`src/rcs_defs.svh`:
```
// Register offsets, field positions, reset and preset values of the clock switch supervisor
`ifndef RCS_DEFS_SVH
`define RCS_DEFS_SVH
`define RCS_IDX_OUTCFG     3'd1
`define RCS_IDX_MODE       3'd2
`define RCS_IDX_DEVCFG     3'd3
`define RCS_IDX_STATUS     3'd5
`define RCS_ADDR_OUTCFG    12'h004
`define RCS_ADDR_MODE      12'h008
`define RCS_ADDR_DEVCFG    12'h00c
`define RCS_ADDR_STATUS    12'h014
`define RCS_MODE_AUTO_BIT  2
`define RCS_ALARM_LSB      4
`define RCS_SLEW_BIT       5
`define RCS_INTEN_BIT      4
`define RCS_ST_INT_BIT     7
`define RCS_ST_FAIL_LSB    3
`define RCS_ST_UNLOCK_BIT  2
`define RCS_RST_OUTCFG     8'h00
`define RCS_RST_MODE       3'h0
`define RCS_RST_BANKEN     4'h0
`define RCS_PRE_OUTCFG     8'h0a
`define RCS_PRE_MODE       3'h4
`define RCS_PRE_BANKEN     4'hf
`endif

```
`src/rcs_pkg.sv`:
```
// Types shared by the clock switch supervisor
package rcs_pkg;
	typedef enum logic [1:0] {
		RCS_SW_IDLE = 2'b00,
		RCS_SW_WAIT = 2'b01,
		RCS_SW_SLEW = 2'b10
	} rcs_sw_t;

	// Live conditions from the analog side and the failure detectors
	typedef struct packed {
		logic [3:0] ref_fail;
		logic [3:0] ref_qualified;
		logic [3:0] ref_rise;
		logic       pll_locked;
		logic       phase_aligned;
		logic       feedback_present;
	} rcs_pll_in_t;

	typedef struct packed {
		logic [1:0] sync;
		logic       clr_prev;
		logic       started;
		logic       configured;
		logic       boot_store;
		logic       catastrophic;
		logic [2:0] switch_mode_select;
		logic [7:0] out_cfg;
		logic [3:0] bank_en;
		logic       int_en;
		logic       slew_lagging;
		logic [3:0] fail_flag;
		logic       int_flag;
		logic [1:0] ref_sel;
		logic [1:0] ref_target;
		rcs_sw_t    sw;
		logic       busy;
		logic       slew_step;
		logic       unlocked;
		logic       irq_oe_n;
		logic       pready;
		logic       pslverr;
		logic [31:0] prdata;
	} rcs_state_t;
endpackage

```
`src/rcs_supervisor.sv`:
```
// Control and status logic of a four-input redundant reference clock switch
`timescale 1ns/10ps
`include "rcs_defs.svh"
module rcs_supervisor
	import rcs_pkg::*;
(
	input  wire logic        pclk,
	input  wire logic        presetn,
	input  wire logic        psel,
	input  wire logic        penable,
	input  wire logic        pwrite,
	input  wire logic [11:0] paddr,
	input  wire logic [31:0] pwdata,
	output logic             pready,
	output logic [31:0]      prdata,
	output logic             pslverr,
	input  wire rcs_pll_in_t pll_in,
	input  wire logic        alarm_clear_n,
	input  wire logic        preset_strap,
	input  wire logic        boot_source_strap,
	input  wire logic        external_feedback_select,
	output logic             irq_o,
	output logic             irq_oe_n,
	output logic             lock_n,
	output logic             busy,
	output logic [1:0]       selected_input,
	output logic [3:0]       fail_status,
	output logic [3:0]       bank_enable,
	output logic [7:0]       bank_divider,
	output logic             slew_lagging,
	output logic             slew_step,
	output logic             boot_from_store
);
	rcs_state_t s_q;
	rcs_state_t s_d;
	logic [3:0] ref_ok;
	logic       acc;
	logic       rd_status;
	logic       wr_mode;
	logic       wr_devcfg;
	logic       wr_outcfg;
	logic       clr_pulse;
	logic [1:0] next_auto;
	logic       have_next;
	logic [7:0] status_byte;

	// An input may carry the reference only if qualified and not failing now
	assign ref_ok = pll_in.ref_qualified & ~pll_in.ref_fail;

	// Bus access takes effect on the edge where pready is seen high
	assign acc       = psel & penable & s_q.pready;
	assign rd_status = acc & ~pwrite & (paddr == `RCS_ADDR_STATUS);
	assign wr_mode   = acc & pwrite & (paddr == `RCS_ADDR_MODE);
	assign wr_devcfg = acc & pwrite & (paddr == `RCS_ADDR_DEVCFG);
	assign wr_outcfg = acc & pwrite & (paddr == `RCS_ADDR_OUTCFG);

	// Only the second synchroniser stage and its delayed copy see the edge
	assign clr_pulse = s_q.clr_prev & ~s_q.sync[1];

	assign status_byte = {s_q.int_flag, s_q.fail_flag, s_q.unlocked, s_q.ref_sel};

	// Round-robin search from the current reference for the next usable input
	always_comb begin
		next_auto = s_q.ref_sel;
		have_next = 1'b0;
		for (int k = 3; k >= 1; k--) begin
			if (ref_ok[2'(s_q.ref_sel + 2'(k))]) begin
				next_auto = 2'(s_q.ref_sel + 2'(k));
				have_next = 1'b1;
			end
		end
	end

	// Whole next state of the block
	always_comb begin
		s_d = s_q;
		s_d.sync      = {s_q.sync[0], alarm_clear_n};
		s_d.clr_prev  = s_q.sync[1];
		s_d.slew_step = 1'b0;
		s_d.started   = 1'b1;
		// Straps are sampled on the first edge after reset release, never by the reset
		if (!s_q.started) begin
			s_d.boot_store = boot_source_strap;
			if (preset_strap) begin
				s_d.switch_mode_select = `RCS_PRE_MODE;
				s_d.out_cfg    = `RCS_PRE_OUTCFG;
				s_d.bank_en    = `RCS_PRE_BANKEN;
				s_d.int_en     = 1'b1;
				s_d.configured = 1'b1;
			end else begin
				s_d.bank_en    = `RCS_RST_BANKEN;
				s_d.configured = 1'b0;
			end
		end
		// Sticky flags; a failure in the clearing cycle wins over the clear
		if (clr_pulse) begin
			s_d.fail_flag = 4'h0;
		end else if (wr_mode) begin
			s_d.fail_flag = s_q.fail_flag & pwdata[`RCS_ALARM_LSB +: 4];
		end
		s_d.fail_flag = s_d.fail_flag | pll_in.ref_fail;
		// Configuration writes; nothing but the master reset restores defaults
		if (wr_mode) begin
			s_d.switch_mode_select = pwdata[2:0];
			s_d.configured = 1'b1;
		end
		if (wr_devcfg) begin
			s_d.bank_en      = pwdata[3:0];
			s_d.int_en       = pwdata[`RCS_INTEN_BIT];
			s_d.slew_lagging = pwdata[`RCS_SLEW_BIT];
			s_d.configured   = 1'b1;
		end
		if (wr_outcfg) begin
			s_d.out_cfg    = pwdata[7:0];
			s_d.configured = 1'b1;
		end
		// Reference selection requests
		if (s_q.sw == RCS_SW_IDLE && !s_q.catastrophic) begin
			if (clr_pulse || wr_mode) begin
				// Alarm pin and mode writes both aim at the mode's primary input
				if (ref_ok[s_d.switch_mode_select[1:0]] &&
				    s_d.switch_mode_select[1:0] != s_q.ref_sel) begin
					s_d.ref_target = s_d.switch_mode_select[1:0];
					s_d.sw = RCS_SW_WAIT;
				end
			end else if (s_q.switch_mode_select[`RCS_MODE_AUTO_BIT] && s_q.configured &&
			             !ref_ok[s_q.ref_sel] && have_next) begin
				s_d.ref_target = next_auto;
				s_d.sw = RCS_SW_WAIT;
			end
		end
		case (s_q.sw)
			RCS_SW_IDLE: begin
				s_d.busy = 1'b0;
			end
			RCS_SW_WAIT: begin
				s_d.busy = 1'b1;
				if (pll_in.ref_rise[s_q.ref_target]) begin
					s_d.ref_sel = s_q.ref_target;
					s_d.sw = RCS_SW_SLEW;
				end
			end
			RCS_SW_SLEW: begin
				// One small feedback nudge per edge of the new reference
				s_d.slew_step = pll_in.ref_rise[s_q.ref_sel] & ~pll_in.phase_aligned;
				if (pll_in.phase_aligned) begin
					s_d.busy = 1'b0;
					s_d.sw = RCS_SW_IDLE;
				end
			end
			default: begin
				s_d.sw = RCS_SW_IDLE;
			end
		endcase
		// Catastrophic failure holds until the master reset
		if (s_q.configured && (ref_ok == 4'h0 ||
		    (external_feedback_select && !pll_in.feedback_present))) begin
			s_d.catastrophic = 1'b1;
		end
		if (s_d.catastrophic) begin
			s_d.busy = 1'b0;
			s_d.sw = RCS_SW_IDLE;
		end
		s_d.unlocked = ~(s_q.configured & pll_in.pll_locked & ~s_q.catastrophic);
		// Interrupt flag: a new cause in the reading cycle keeps it set
		if (rd_status) begin
			s_d.int_flag = 1'b0;
		end
		if (s_q.int_en && (s_q.fail_flag != 4'h0 || s_q.unlocked)) begin
			s_d.int_flag = 1'b1;
		end
		// Line is pulled only while enabled, so masking also drops a pending request
		s_d.irq_oe_n = ~(s_d.int_flag & s_d.int_en);
		// One wait state: pready rises in the second access cycle
		s_d.pready  = psel & penable & ~s_q.pready;
		s_d.pslverr = 1'b0;
		s_d.prdata  = 32'h0;
		if (psel & penable & ~s_q.pready) begin
			case (paddr)
				`RCS_ADDR_OUTCFG: s_d.prdata = {24'h0, s_q.out_cfg};
				`RCS_ADDR_MODE:   s_d.prdata = {24'h0, 4'hf, 1'b0, s_q.switch_mode_select};
				`RCS_ADDR_DEVCFG: s_d.prdata = {26'h0, s_q.slew_lagging, s_q.int_en, s_q.bank_en};
				`RCS_ADDR_STATUS: s_d.prdata = {24'h0, status_byte};
				default:          s_d.pslverr = 1'b1;
			endcase
		end
	end

	// Asynchronous master reset loads constants only
	always_ff @(posedge pclk or negedge presetn) begin
		if (!presetn) begin
			s_q <= '0;
			s_q.sync <= 2'b11;
			s_q.clr_prev <= 1'b1;
			s_q.switch_mode_select <= `RCS_RST_MODE;
			s_q.out_cfg <= `RCS_RST_OUTCFG;
			s_q.unlocked <= 1'b1;
			s_q.irq_oe_n <= 1'b1;
			s_q.sw <= RCS_SW_IDLE;
		end else begin
			s_q <= s_d;
		end
	end

	assign pready          = s_q.pready;
	assign prdata          = s_q.prdata;
	assign pslverr         = s_q.pslverr;
	assign irq_o           = 1'b0;
	assign irq_oe_n        = s_q.irq_oe_n;
	assign lock_n          = s_q.unlocked;
	assign busy            = s_q.busy;
	assign selected_input  = s_q.ref_sel;
	assign fail_status     = s_q.fail_flag;
	assign bank_enable     = s_q.bank_en;
	assign bank_divider    = s_q.out_cfg;
	assign slew_lagging    = s_q.slew_lagging;
	assign slew_step       = s_q.slew_step;
	assign boot_from_store = s_q.boot_store;

	property p_fail_sticky;
		@(posedge pclk) disable iff (!presetn)
		pll_in.ref_fail[0] |=> s_q.fail_flag[0];
	endproperty
	a_fail_sticky: assert property (p_fail_sticky) else $error("Flag 0 not set");

	property p_pin_clear;
		@(posedge pclk) disable iff (!presetn)
		(clr_pulse && pll_in.ref_fail == 4'h0) |=> s_q.fail_flag == 4'h0;
	endproperty
	a_pin_clear: assert property (p_pin_clear) else $error("Pin clear missed");

	property p_reg_clear_keeps_ref;
		@(posedge pclk) disable iff (!presetn)
		(wr_mode && s_q.sw == RCS_SW_IDLE && pwdata[2:0] == {1'b1, s_q.ref_sel})
		|=> $stable(s_q.ref_sel) && s_q.sw == RCS_SW_IDLE;
	endproperty
	a_reg_clear_keeps_ref: assert property (p_reg_clear_keeps_ref) else $error("Ref moved");

	property p_manual_invalid;
		@(posedge pclk) disable iff (!presetn)
		(wr_mode && s_q.sw == RCS_SW_IDLE && !ref_ok[pwdata[1:0]]) |=> s_q.sw == RCS_SW_IDLE;
	endproperty
	a_manual_invalid: assert property (p_manual_invalid) else $error("Bad switch");

	property p_irq_gated;
		@(posedge pclk) disable iff (!presetn)
		(!s_q.int_en && !wr_devcfg && s_q.started) |=> irq_oe_n;
	endproperty
	a_irq_gated: assert property (p_irq_gated) else $error("Ungated irq");

	property p_irq_raise;
		@(posedge pclk) disable iff (!presetn)
		(s_q.int_en && s_q.fail_flag != 4'h0 && !wr_devcfg) |=> !irq_oe_n;
	endproperty
	a_irq_raise: assert property (p_irq_raise) else $error("Irq not raised");

	property p_read_clears;
		@(posedge pclk) disable iff (!presetn)
		(rd_status && !s_q.int_en) |=> !s_q.int_flag;
	endproperty
	a_read_clears: assert property (p_read_clears) else $error("Read kept flag");

	property p_catastrophic;
		@(posedge pclk) disable iff (!presetn)
		s_q.catastrophic |=> lock_n && !busy;
	endproperty
	a_catastrophic: assert property (p_catastrophic) else $error("Bad catastrophe");

	property p_switch_edge;
		@(posedge pclk) disable iff (!presetn)
		(s_q.sw == RCS_SW_WAIT && pll_in.ref_rise[s_q.ref_target] && !s_d.catastrophic)
		|=> selected_input == $past(s_q.ref_target, 1) && busy;
	endproperty
	a_switch_edge: assert property (p_switch_edge) else $error("Switch late");

	property p_fail_hold;
		@(posedge pclk) disable iff (!presetn)
		(!clr_pulse && !wr_mode)
		|=> (s_q.fail_flag & $past(s_q.fail_flag, 1)) == $past(s_q.fail_flag, 1);
	endproperty
	a_fail_hold: assert property (p_fail_hold) else $error("Flag lost");

	property p_busy_rise;
		@(posedge pclk) disable iff (!presetn)
		(s_q.sw == RCS_SW_WAIT && !s_d.catastrophic) |=> busy;
	endproperty
	a_busy_rise: assert property (p_busy_rise) else $error("Busy missing");

	property p_unlock_start;
		@(posedge pclk) disable iff (!presetn)
		!s_q.configured |=> lock_n;
	endproperty
	a_unlock_start: assert property (p_unlock_start) else $error("Lock too early");

	property p_preset_start;
		@(posedge pclk) disable iff (!presetn)
		(!s_q.started && preset_strap)
		|=> (bank_enable == `RCS_PRE_BANKEN) && (bank_divider == `RCS_PRE_OUTCFG);
	endproperty
	a_preset_start: assert property (p_preset_start) else $error("Bad preset");

	property p_idle_start;
		@(posedge pclk) disable iff (!presetn)
		(!s_q.started && !preset_strap) |=> (bank_enable == `RCS_RST_BANKEN) && lock_n;
	endproperty
	a_idle_start: assert property (p_idle_start) else $error("Bad idle start");

	property p_slew_pulse;
		@(posedge pclk) disable iff (!presetn)
		(s_q.sw == RCS_SW_SLEW && pll_in.ref_rise[s_q.ref_sel] && !pll_in.phase_aligned)
		|=> slew_step;
	endproperty
	a_slew_pulse: assert property (p_slew_pulse) else $error("Nudge missing");

	property p_alarm_pulse;
		@(posedge pclk) disable iff (!presetn)
		clr_pulse |=> !clr_pulse;
	endproperty
	a_alarm_pulse: assert property (p_alarm_pulse) else $error("Long clear");
endmodule // rcs_supervisor

```
`config.mk`:
```
export PLATFORM = sky130hd
export DESIGN_NAME = rcs_supervisor
export DESIGN_NICKNAME = d
export VERILOG_FILES = /design/src/rcs_pkg.sv /design/src/rcs_supervisor.sv
export VERILOG_INCLUDE_DIRS = /design/src /design/src/src
export SDC_FILE = /design/constraint.sdc
export NUM_CORES = 1
export LEC_CHECK = 0
export BUFFER_PORTS_ARGS = -buffer_cell sky130_fd_sc_hd__buf_4
export CAP_MARGIN = 20
export CORE_MARGIN = 2
export CORE_UTILIZATION = 48
export DETAILED_ROUTE_END_ITERATION = 10
export PLACE_DENSITY = 0.93
export SYNTH_ARGS = -nofsm -noshare
export SYNTH_HDL_FRONTEND = slang
export SYNTH_SLANG_ARGS = --single-unit
```
`constraint.sdc`:
```
create_clock -name pclk -period 2.5 [get_ports pclk]
set_clock_uncertainty 0.2 [all_clocks]
set_input_delay 0.25 -clock pclk [delete_from_list [all_inputs] [get_ports pclk]]
set_output_delay 0.25 -clock pclk [all_outputs]
set_load 0.02 [all_outputs]
```
==> qor.csv, run 1 <==
stage,metric,value,unit
synth,ys_types,46,
synth,syn_inst,305,
setup_path,worstReg2RegEnd,s_q[40]$_DFFE_PN0P_,
die,die_x,81.2,um
power_and_ir_drop,p_leak,1.62,nW
synth,seq_area_frac_synth,43.0,%
outcome,status,"finished, final reports clean",
finish,multiInputGateArea,1240,um2
setup_path,path_cells,dlygate4sd3_1 > buf_4 > nand2b_1 > a31oi_1 > mux4_2 > nand3_1 > a21oi_1 > a311o_1,
setup_path,reg2reg_slack,0.21,ns
route,firstDrtPassIters,5,
finish,mostFrequentLayoutCells,"buf_4 (88), dfrtp_1 (44), nor2_1 (32)",
placement,portBuffers,77,
finish,stdcell_area,3520,um2
placement,hpwlAfterDp,5100,um
sta,worst_pin_slew,0.629,ns
power_and_ir_drop,p_sw_share,25.6,%
power_and_ir_drop,clockPowerShare,34.6,%
finish,antenna_cells_inserted,0,
sta,setup_violations,0,
finish,syn2layout_area_growth,23.0,%
grt,overflow,0,
die,io_pins,127,
sta,finalCriticalPeriod,2.42,ns
die,rows,28,
placement,gp_congestion,0.869,
power_and_ir_drop,power_density,485,nW/um2
die,die_h,81.2,um
setup_path,slowest_stage,dlygate4sd3_1,
route,ant_nets,0,
setup_path,crit_path_end_kind,register,
placement,post_dp_cell_area,3250,um2
die,core,5850,um2
sta,max_slew_margin,58.0,%
power_and_ir_drop,p_seq_share,49.4,%
die,start_util,49.0,%
route,drtIter0Drc,226,
worst_hold_path,min_path_type,primary input to register,
power_and_ir_drop,power,1.71,mW
clock_network,cts_buffers,5,
grt,antenna_found_initial,0,
worst_hold_path,holdPathStages,3,
setup_path,critical_path_class,primary input to register,
clock_network,postCtsSetupRepairBufs,0,
route,vias,2449,
finish,fill_cells,502,
finish,finalNetCount,441,
setup_path,critPathTopFamily,buffers and inverters,
sta,clock.fmax,414,MHz
sta,drv_slew,0,
setup_path,r2r_start,pready$_DFF_PN0_,
power_and_ir_drop,p_int,1.27,mW
clock_network,cts_buffer_depth,2,
grt,groute.usage.overall,21.6,%
finish,final_common_cell,buf_4,
clock_network,clk_pin_slew_worst_paths,0.09,ns
setup_path,worst_ep_arrival_time,2.41,ns
setup_path,critical_path.max_stage_delay,0.53,ns
finish,ff_latch_area,1230,um2
setup_path,cp-start-kind,primary input,
worst_hold_path,hold_path_end,slew_step$_DFF_PN0_,
route,wire_per_inst,15.3,um
grt,grt_max_degree,50,
power_and_ir_drop,p_switching,438,uW
power_and_ir_drop,p_comb_share,16.0,%
route,drc,0,
synth,ys_warn_count,0,
clock_network,clkLatencyLatePin,0.30,ns
power_and_ir_drop,ir_worst_vdd,0.237,mV
worst_hold_path,worstHoldStart,pll_in[1],
synth,ys_seq_elements,49,
clock_network,hold_buffers,15,
sta,finalHoldViolCount,0,
setup_path,critical_path_required,2.49,ns
clock_network,cts_tree,built,
sta,rsz0062_at_grt,false,
setup_path,crit_buf_inv,2,
setup_path,path_max_fanout,9,
route,drt_wl_total,6860,um
finish,drive_above_1_share,32.1,%
sta,fin_crit_sh,96.7,%
finish,fin_util,60.2,%
clock_network,cts_max_level,2,
route,viasPerCell,5.45,
job,drv_cap,0,
grt,grt_pass1_vias,2334,
synth,syn_area,2860,um2
grt,grt_first_pass_wirelength,10700,um
synth,syn_avg_cell_area,9.39,um2
clock_network,cts_sinks,49,
sta,fin_tns_setup,0,ns
clock_network,clockRootBuffer,clkbuf_8,
die,die_area,6600,um2
clock_network,cts_resized,0,
setup_path,reg2regPathDepth,6,
==> tightest hold or removal path, delay by kind of cell <==
| family | cells | cell delay, ns |
|---|---|---|
| AND/OR/NAND/NOR | 2 | 0.15 |
| buffers and inverters | 1 | 0.09 |
==> how the worst max path moves through the flow <==
| stage | cells after the start | from | end |
|---|---|---|---|
| 6_report | 8 | pll_in[11] | s_q[40]$_DFFE_PN0P_ |
| 5_1_grt | 8 | pll_in[13] | s_q[40]$_DFFE_PN0P_ |
| 2_1_floorplan | 7 | pready$_DFF_PN0_ | s_q[40]$_DFFE_PN0P_ |
| 3_5_place_dp | 8 | paddr[1] | s_q[40]$_DFFE_PN0P_ |
| 4_1_cts | 8 | pll_in[13] | s_q[40]$_DFFE_PN0P_ |
| 3_3_place_gp | 8 | paddr[1] | s_q[40]$_DFFE_PN0P_ |
==> cell usage after synthesis, drive strengths merged <==
library cell	number	area, um2
a211oi	1	7.51
a21o	2	15.0
a21oi	19	98.9
a221oi	4	35.0
a222oi	3	30.0
a22oi	1	7.51
a311o	2	20.0
a31oi	4	25.0
and2	4	27.5
and4	2	17.5
buf	55	414
clkbuf	11	41.3
conb	2	7.51
dfrtp	44	1100
dfstp	5	131
inv	8	30.0
mux2	11	124
mux4	3	67.6
nand2	26	97.6
nand2b	10	62.6
nand3	7	35.0
nand3b	2	15.0
nand4	2	12.5
nand4bb	1	11.3
nor2	32	120
nor2b	4	25.0
nor3	5	25.0
nor3b	2	20.0
nor4	1	6.26
o2111a	2	22.5
o2111ai	1	8.76
o211ai	7	52.6
o21ai	12	60.1
o22ai	1	6.26
o2bb2ai	2	17.5
o31ai	1	21.3
or2	1	6.26
or3	2	12.5
or4	1	7.51
xnor2	2	17.5
==> cell type report <==
type,count,area share (%)
multi-input cells,206,35.1
flip-flops and latches,49,35.0
repair buffers,103,23.0
well taps,75,2.66
clock buffers,6,2.34
clock inverters,2,1.07
inverters,8,0.852
==> metal layers <==
metal / up-vias / GRT usage [%] / routed length, um
met4: 0 / 10.0 / 221
met5: - / 0 / 0
met1: 1171 / 25.1 / 2520
met2: 135 / 37.4 / 3560
met3: 22 / 5.33 / 550
li1: 1121 / - / -
==> power groups by stage <==
| stage | Clock, mW | Sequential (mW) | Combinational, mW |
|---|---|---|---|
| after floorplan | 0 | 0.853 | 0.177 |
| final | 0.592 | 0.844 | 0.273 |
| after global routing | 0.630 | 0.848 | 0.296 |
| after CTS | 0.603 | 0.844 | 0.273 |
| after detailed placement | 0 | 0.859 | 0.253 |
| after global placement | 0 | 0.857 | 0.245 |
==> per-stage QoR <==
stage / setup slack [ns] / hold WS, ns / instances
3_3_place_gp: -0.00240 / 0.0949 / 426
6_report: 0.0835 / 0.0128 / 449
2_1_floorplan: 0.229 / -0.246 / 329
4_1_cts: 0.130 / 0.00985 / 449
5_1_grt: 0.00659 / 0.0363 / 449
3_5_place_dp: -0.0157 / 0.103 / 426
==> state kept, by name, indices dropped and copies added, names as in the netlist, 2 cells and up <==
| register | cells |
|---|---|
| s_q | 13 |
| bank_divider | 8 |
| prdata | 8 |
| bank_enable | 4 |
| fail_status | 4 |
| s_d | 2 |
| selected_input | 2 |
==> logic make-up (layout without fill, tap and decap cells) <==
logic type / after synthesis / count (layout) / synth area share (%)
multiplexers: 14 / 14 / 6.68
XOR/XNOR: 2 / 2 / 0.612
other: 2 / 26 / 0.262
AND/OR/NAND/NOR: 102 / 102 / 17.5
AO/OA/AOI/OAI: 62 / 62 / 14.9
flip-flops: 49 / 49 / 43.0
buffers and inverters: 74 / 119 / 17.0
Note: power is estimated with default switching activity, not from simulation.
==> run 2, diff against run 1 <==
--- a/config.mk
+++ b/config.mk
@@ -6,12 +6,13 @@
 export SDC_FILE = /design/constraint.sdc
 export NUM_CORES = 1
 export LEC_CHECK = 0
-export BUFFER_PORTS_ARGS = -buffer_cell sky130_fd_sc_hd__buf_4
+export ABC_AREA = 1
+export BUFFER_PORTS_ARGS = -buffer_cell sky130_fd_sc_hd__buf_2
 export CAP_MARGIN = 20
 export CORE_MARGIN = 2
 export CORE_UTILIZATION = 48
 export DETAILED_ROUTE_END_ITERATION = 10
-export PLACE_DENSITY = 0.93
+export PLACE_DENSITY = 0.92
 export SYNTH_ARGS = -nofsm -noshare
 export SYNTH_HDL_FRONTEND = slang
 export SYNTH_SLANG_ARGS = --single-unit
==> qor.csv, run 2 <==
stage,metric,value,unit,change
synth,ys_warn_count,0,,unchanged
clock_network,cts_max_level,2,,unchanged
route,drc,0,,unchanged
synth,ys_dominant_reg_cell,dfrtp_1,,unchanged
finish,stdcell_area,3440,um2,was 3520 um2
die,die_x,83.1,um,was 81.2 um
grt,grtUsageMet3,3.88,%,was 5.33%
placement,hpwlAfterDp,5420,um,was 5100 um
sta,clock.fmax,430,MHz,was 414 MHz
finish,finalNetCount,502,,was 441
setup_path,crit_path_end_kind,register,,unchanged
setup_path,reg2reg_slack,0.32,ns,was 0.21 ns
worst_hold_path,hold_path_end,slew_lagging$_DFFE_PN0P_,,was slew_step$_DFF_PN0_
sta,worst_pin_slew,0.556,ns,was 0.629 ns
grt,grt-busiest-layer,met2,,unchanged
sta,finalCriticalPeriod,2.33,ns,was 2.42 ns
setup_path,worst_ep_arrival_time,2.33,ns,was 2.41 ns
clock_network,cts_tree,built,,unchanged
setup_path,critPathTopFamily,simple AND/OR/NAND/NOR gates,,was buffers and inverters
power_and_ir_drop,power_density,459,nW/um2,was 485 nW/um2
route,vias,2688,,was 2449
power_and_ir_drop,p_leak,1.81,nW,was 1.62 nW
setup_path,crit_top_cell,nand2_2,,
clock_network,cts_buffers,5,,unchanged
sta,finalHoldViolCount,0,,unchanged
route,wire_per_inst,13.8,um,was 15.3 um
clock_network,clockRootBuffer,clkbuf_8,,unchanged
clock_network,cts_resized,0,,unchanged
sta,setup_violations,0,,unchanged
finish,multiInputGateArea,1280,um2,was 1240 um2
setup_path,path_cells,dlygate4sd3_1 > buf_2 > nand3_2 > nor2_4 > buf_4 > nand3_4 > nand2_2 > nand2_2 > inv_2 > nand3_2 > nand2_2 > nand3_2 > nand2_2 > nand2_2 > nand2_1 > nand2_1,,was dlygate4sd3_1 > buf_4 > nand2b_1 > a31oi_1 > mux4_2 > nand3_1 > a21oi_1 > a311o_1
setup_path,r2r_start,pready$_DFF_PN0_,,unchanged
power_and_ir_drop,p_comb_share,16.3,%,was 16.0%
route,firstDrtPassIters,5,,unchanged
synth,synth_top_area_share,36.7,%,was 38.4%
synth,ys_seq_elements,49,,unchanged
setup_path,critical_path.max_stage_delay,0.52,ns,was 0.53 ns
synth,yosys.area.top_type,dfrtp_1,,unchanged
power_and_ir_drop,p_int,1.11,mW,was 1.27 mW
sta,fin_ws,0.173,ns,was 0.0835 ns
grt,grtUsageMet1,23.7,%,was 25.1%
finish,ff_latch_area,1230,um2,unchanged
synth,syn_inst,360,,was 305
route,ant_nets,0,,unchanged
die,die_h,83.1,um,was 81.2 um
power_and_ir_drop,clockPowerShare,30.8,%,was 34.6%
job,drv_cap,0,,unchanged
sta,fin_crit_sh,93.1,%,was 96.7%
placement,post_dp_cell_area,3200,um2,was 3250 um2
placement,gp_congestion,0.962,,was 0.869
synth,synth_edf_count,0,,unchanged
grt,overflow,0,,unchanged
route,drt_wl_total,7020,um,was 6860 um
worst_hold_path,min_path_type,primary input to register,,unchanged
route,drtIter0Drc,202,,was 226
setup_path,path_max_fanout,11,,was 9
placement,post-place-ws,0.369,ns,was -0.0157 ns
clock_network,clkLatencyLatePin,0.31,ns,was 0.30 ns
grt,grt_pass1_vias,2608,,was 2334
setup_path,worstReg2RegEnd,s_q[41]$_DFFE_PN0P_,,was s_q[40]$_DFFE_PN0P_
grt,antenna_found_initial,0,,unchanged
outcome,status,"finished, final reports clean",,unchanged
finish,mostFrequentLayoutCells,"buf_2 (77), nand2_1 (65), dfrtp_1 (44)",,"was buf_4 (88), dfrtp_1 (44), nor2_1 (32)"
route,viasPerCell,5.27,,was 5.45
sta,fin_tns_setup,0,ns,unchanged
clock_network,cts_buffer_depth,2,,unchanged
clock_network,cts_sinks,49,,unchanged
clock_network,clk_pin_slew_worst_paths,0.10,ns,was 0.09 ns
synth,seq_area_frac_synth,41.0,%,was 43.0%
finish,syn2layout_area_growth,14.7,%,was 23.0%
sta,rsz0062_at_grt,false,,unchanged
synth,syn_avg_cell_area,8.34,um2,was 9.39 um2
synth,synthArstFlopShare,100,%,unchanged
finish,largest_register_ffs,13,,unchanged
worst_hold_path,holdPathStages,2,,was 3
grt,use_met2,36.1,%,was 37.4%
power_and_ir_drop,p_switching,477,uW,was 438 uW
synth,synth_area_leaders,"dfrtp_1 (37%), buf_4 (13%), nand2_1 (8.1%)",,"was dfrtp_1 (38%), buf_4 (13%), dfstp_2 (4.6%)"
sta,drv_slew,0,,unchanged
synth,syn_area,3000,um2,was 2860 um2
setup_path,critical_path_required,2.50,ns,was 2.49 ns
setup_path,crit_buf_inv,4,,was 2
die,io_pins,127,,unchanged
setup_path,critical_path_class,primary input to register,,unchanged
setup_path,cp-start-kind,primary input,,unchanged
worst_hold_path,worstHoldStart,pwdata[5],,was pll_in[1]
grt,groute.usage.overall,20.2,%,was 21.6%
finish,antenna_cells_inserted,0,,unchanged
finish,drive_above_1_share,32.4,%,was 32.1%
grt,grt_max_degree,20,,was 50
finish,largest-register,s_q,,unchanged
power_and_ir_drop,ir_worst_vdd,0.305,mV,was 0.237 mV
finish,final_common_cell,buf_2,,was buf_4
die,rows,28,,unchanged
setup_path,reg2regPathDepth,14,,was 6
finish,fill_cells,515,,was 502
die,die_area,6910,um2,was 6600 um2
synth,yosys-top-cells-count,"nand2_1 (65), buf_4 (51), dfrtp_1 (44), inv_1 (38), nor2_1 (24)",,"was buf_4 (51), dfrtp_1 (44), nor2_1 (32), nand2_1 (26), a21oi_1 (18)"
placement,portBuffers,77,,unchanged
die,start_util,50.1,%,was 49.0%
die,core,5990,um2,was 5850 um2
sta,max_slew_margin,62.8,%,was 58.0%
power_and_ir_drop,p_seq_share,52.9,%,was 49.4%
synth,synth_most_common_cell,nand2_1,,was buf_4
power_and_ir_drop,p_sw_share,30.2,%,was 25.6%
synth,ys_types,42,,was 46
grt,grt_first_pass_wirelength,11500,um,was 10700 um
setup_path,slowest_stage,dlygate4sd3_1,,unchanged
## run 2: power groups by stage
stage	clock network, mW	logic [mW]	registers [mW]
3_5_place_dp	0	0.242	0.851
3_3_place_gp	0	0.234	0.849
2_1_floorplan	0	0.191	0.847
5_1_grt	0.524	0.285	0.839
6_report	0.487	0.259	0.837
4_1_cts	0.495	0.256	0.835
## run 2: how the worst max path moves through the flow
stage,startpoint,depth (start not counted),to,slack (ns)
finish,penable,16,s_q[41]$_DFFE_PN0P_,0.17
global route,penable,16,s_q[41]$_DFFE_PN0P_,0.03
CTS,penable,15,s_q[41]$_DFFE_PN0P_,0.17
detailed placement,pready$_DFF_PN0_,13,s_q[41]$_DFFE_PN0P_,0.37
global placement,selected_input[1]$_DFFE_PN0P_,13,s_q[40]$_DFFE_PN0P_,0.43
floorplan,pready$_DFF_PN0_,12,s_q[40]$_DFFE_PN0P_,0.58
## run 2: final cells by class
cell class	count	share of cell area, %
sequential	49	35.8
multi-input combinational	234	37.2
timing repair buffer	98	16.6
clock buffer	5	2.00
inverter	46	5.01
clock inverter	3	0.726
tap	75	2.72
## run 2: what timing repair did
| action | 4_1_cts | 5_1_grt |
|---|---|---|
| hold buffers | 11 | 0 |
| buffers inserted | 0 | 6 |
| endpoints found under the hold margin | 28 | 0 |
| setup endpoints to repair | 0 | 2 |
## run 2: through the flow
stage	utilization [%]	cells	hold slack [ns]	total power [mW]
2_1_floorplan	-	384	-0.246	1.04
3_3_place_gp	53.3	485	-0.00863	1.08
3_5_place_dp	53.3	485	0.00125	1.09
4_1_cts	56.7	504	0.0000721	1.59
5_1_grt	57.5	510	0.00455	1.65
6_report	57.5	510	0.000638	1.58
## run 2: cell families (layout without fill, tap and decap cells)
group,Yosys count,in the layout,synth area share (%)
buf+inv,101,152,19.3
simple gates,149,149,25.9
other cells,2,26,0.250
mux,2,2,0.750
compound gates,56,56,12.5
xor+xnor,1,1,0.292
flops,49,49,41.0
## run 2: routing by layer
layer / vias up / part of all wire (%)
li1: 1257 / -
met5: - / 0
met1: 1250 / 38
met4: 0 / 2.2
met3: 22 / 8.8
met2: 159 / 51
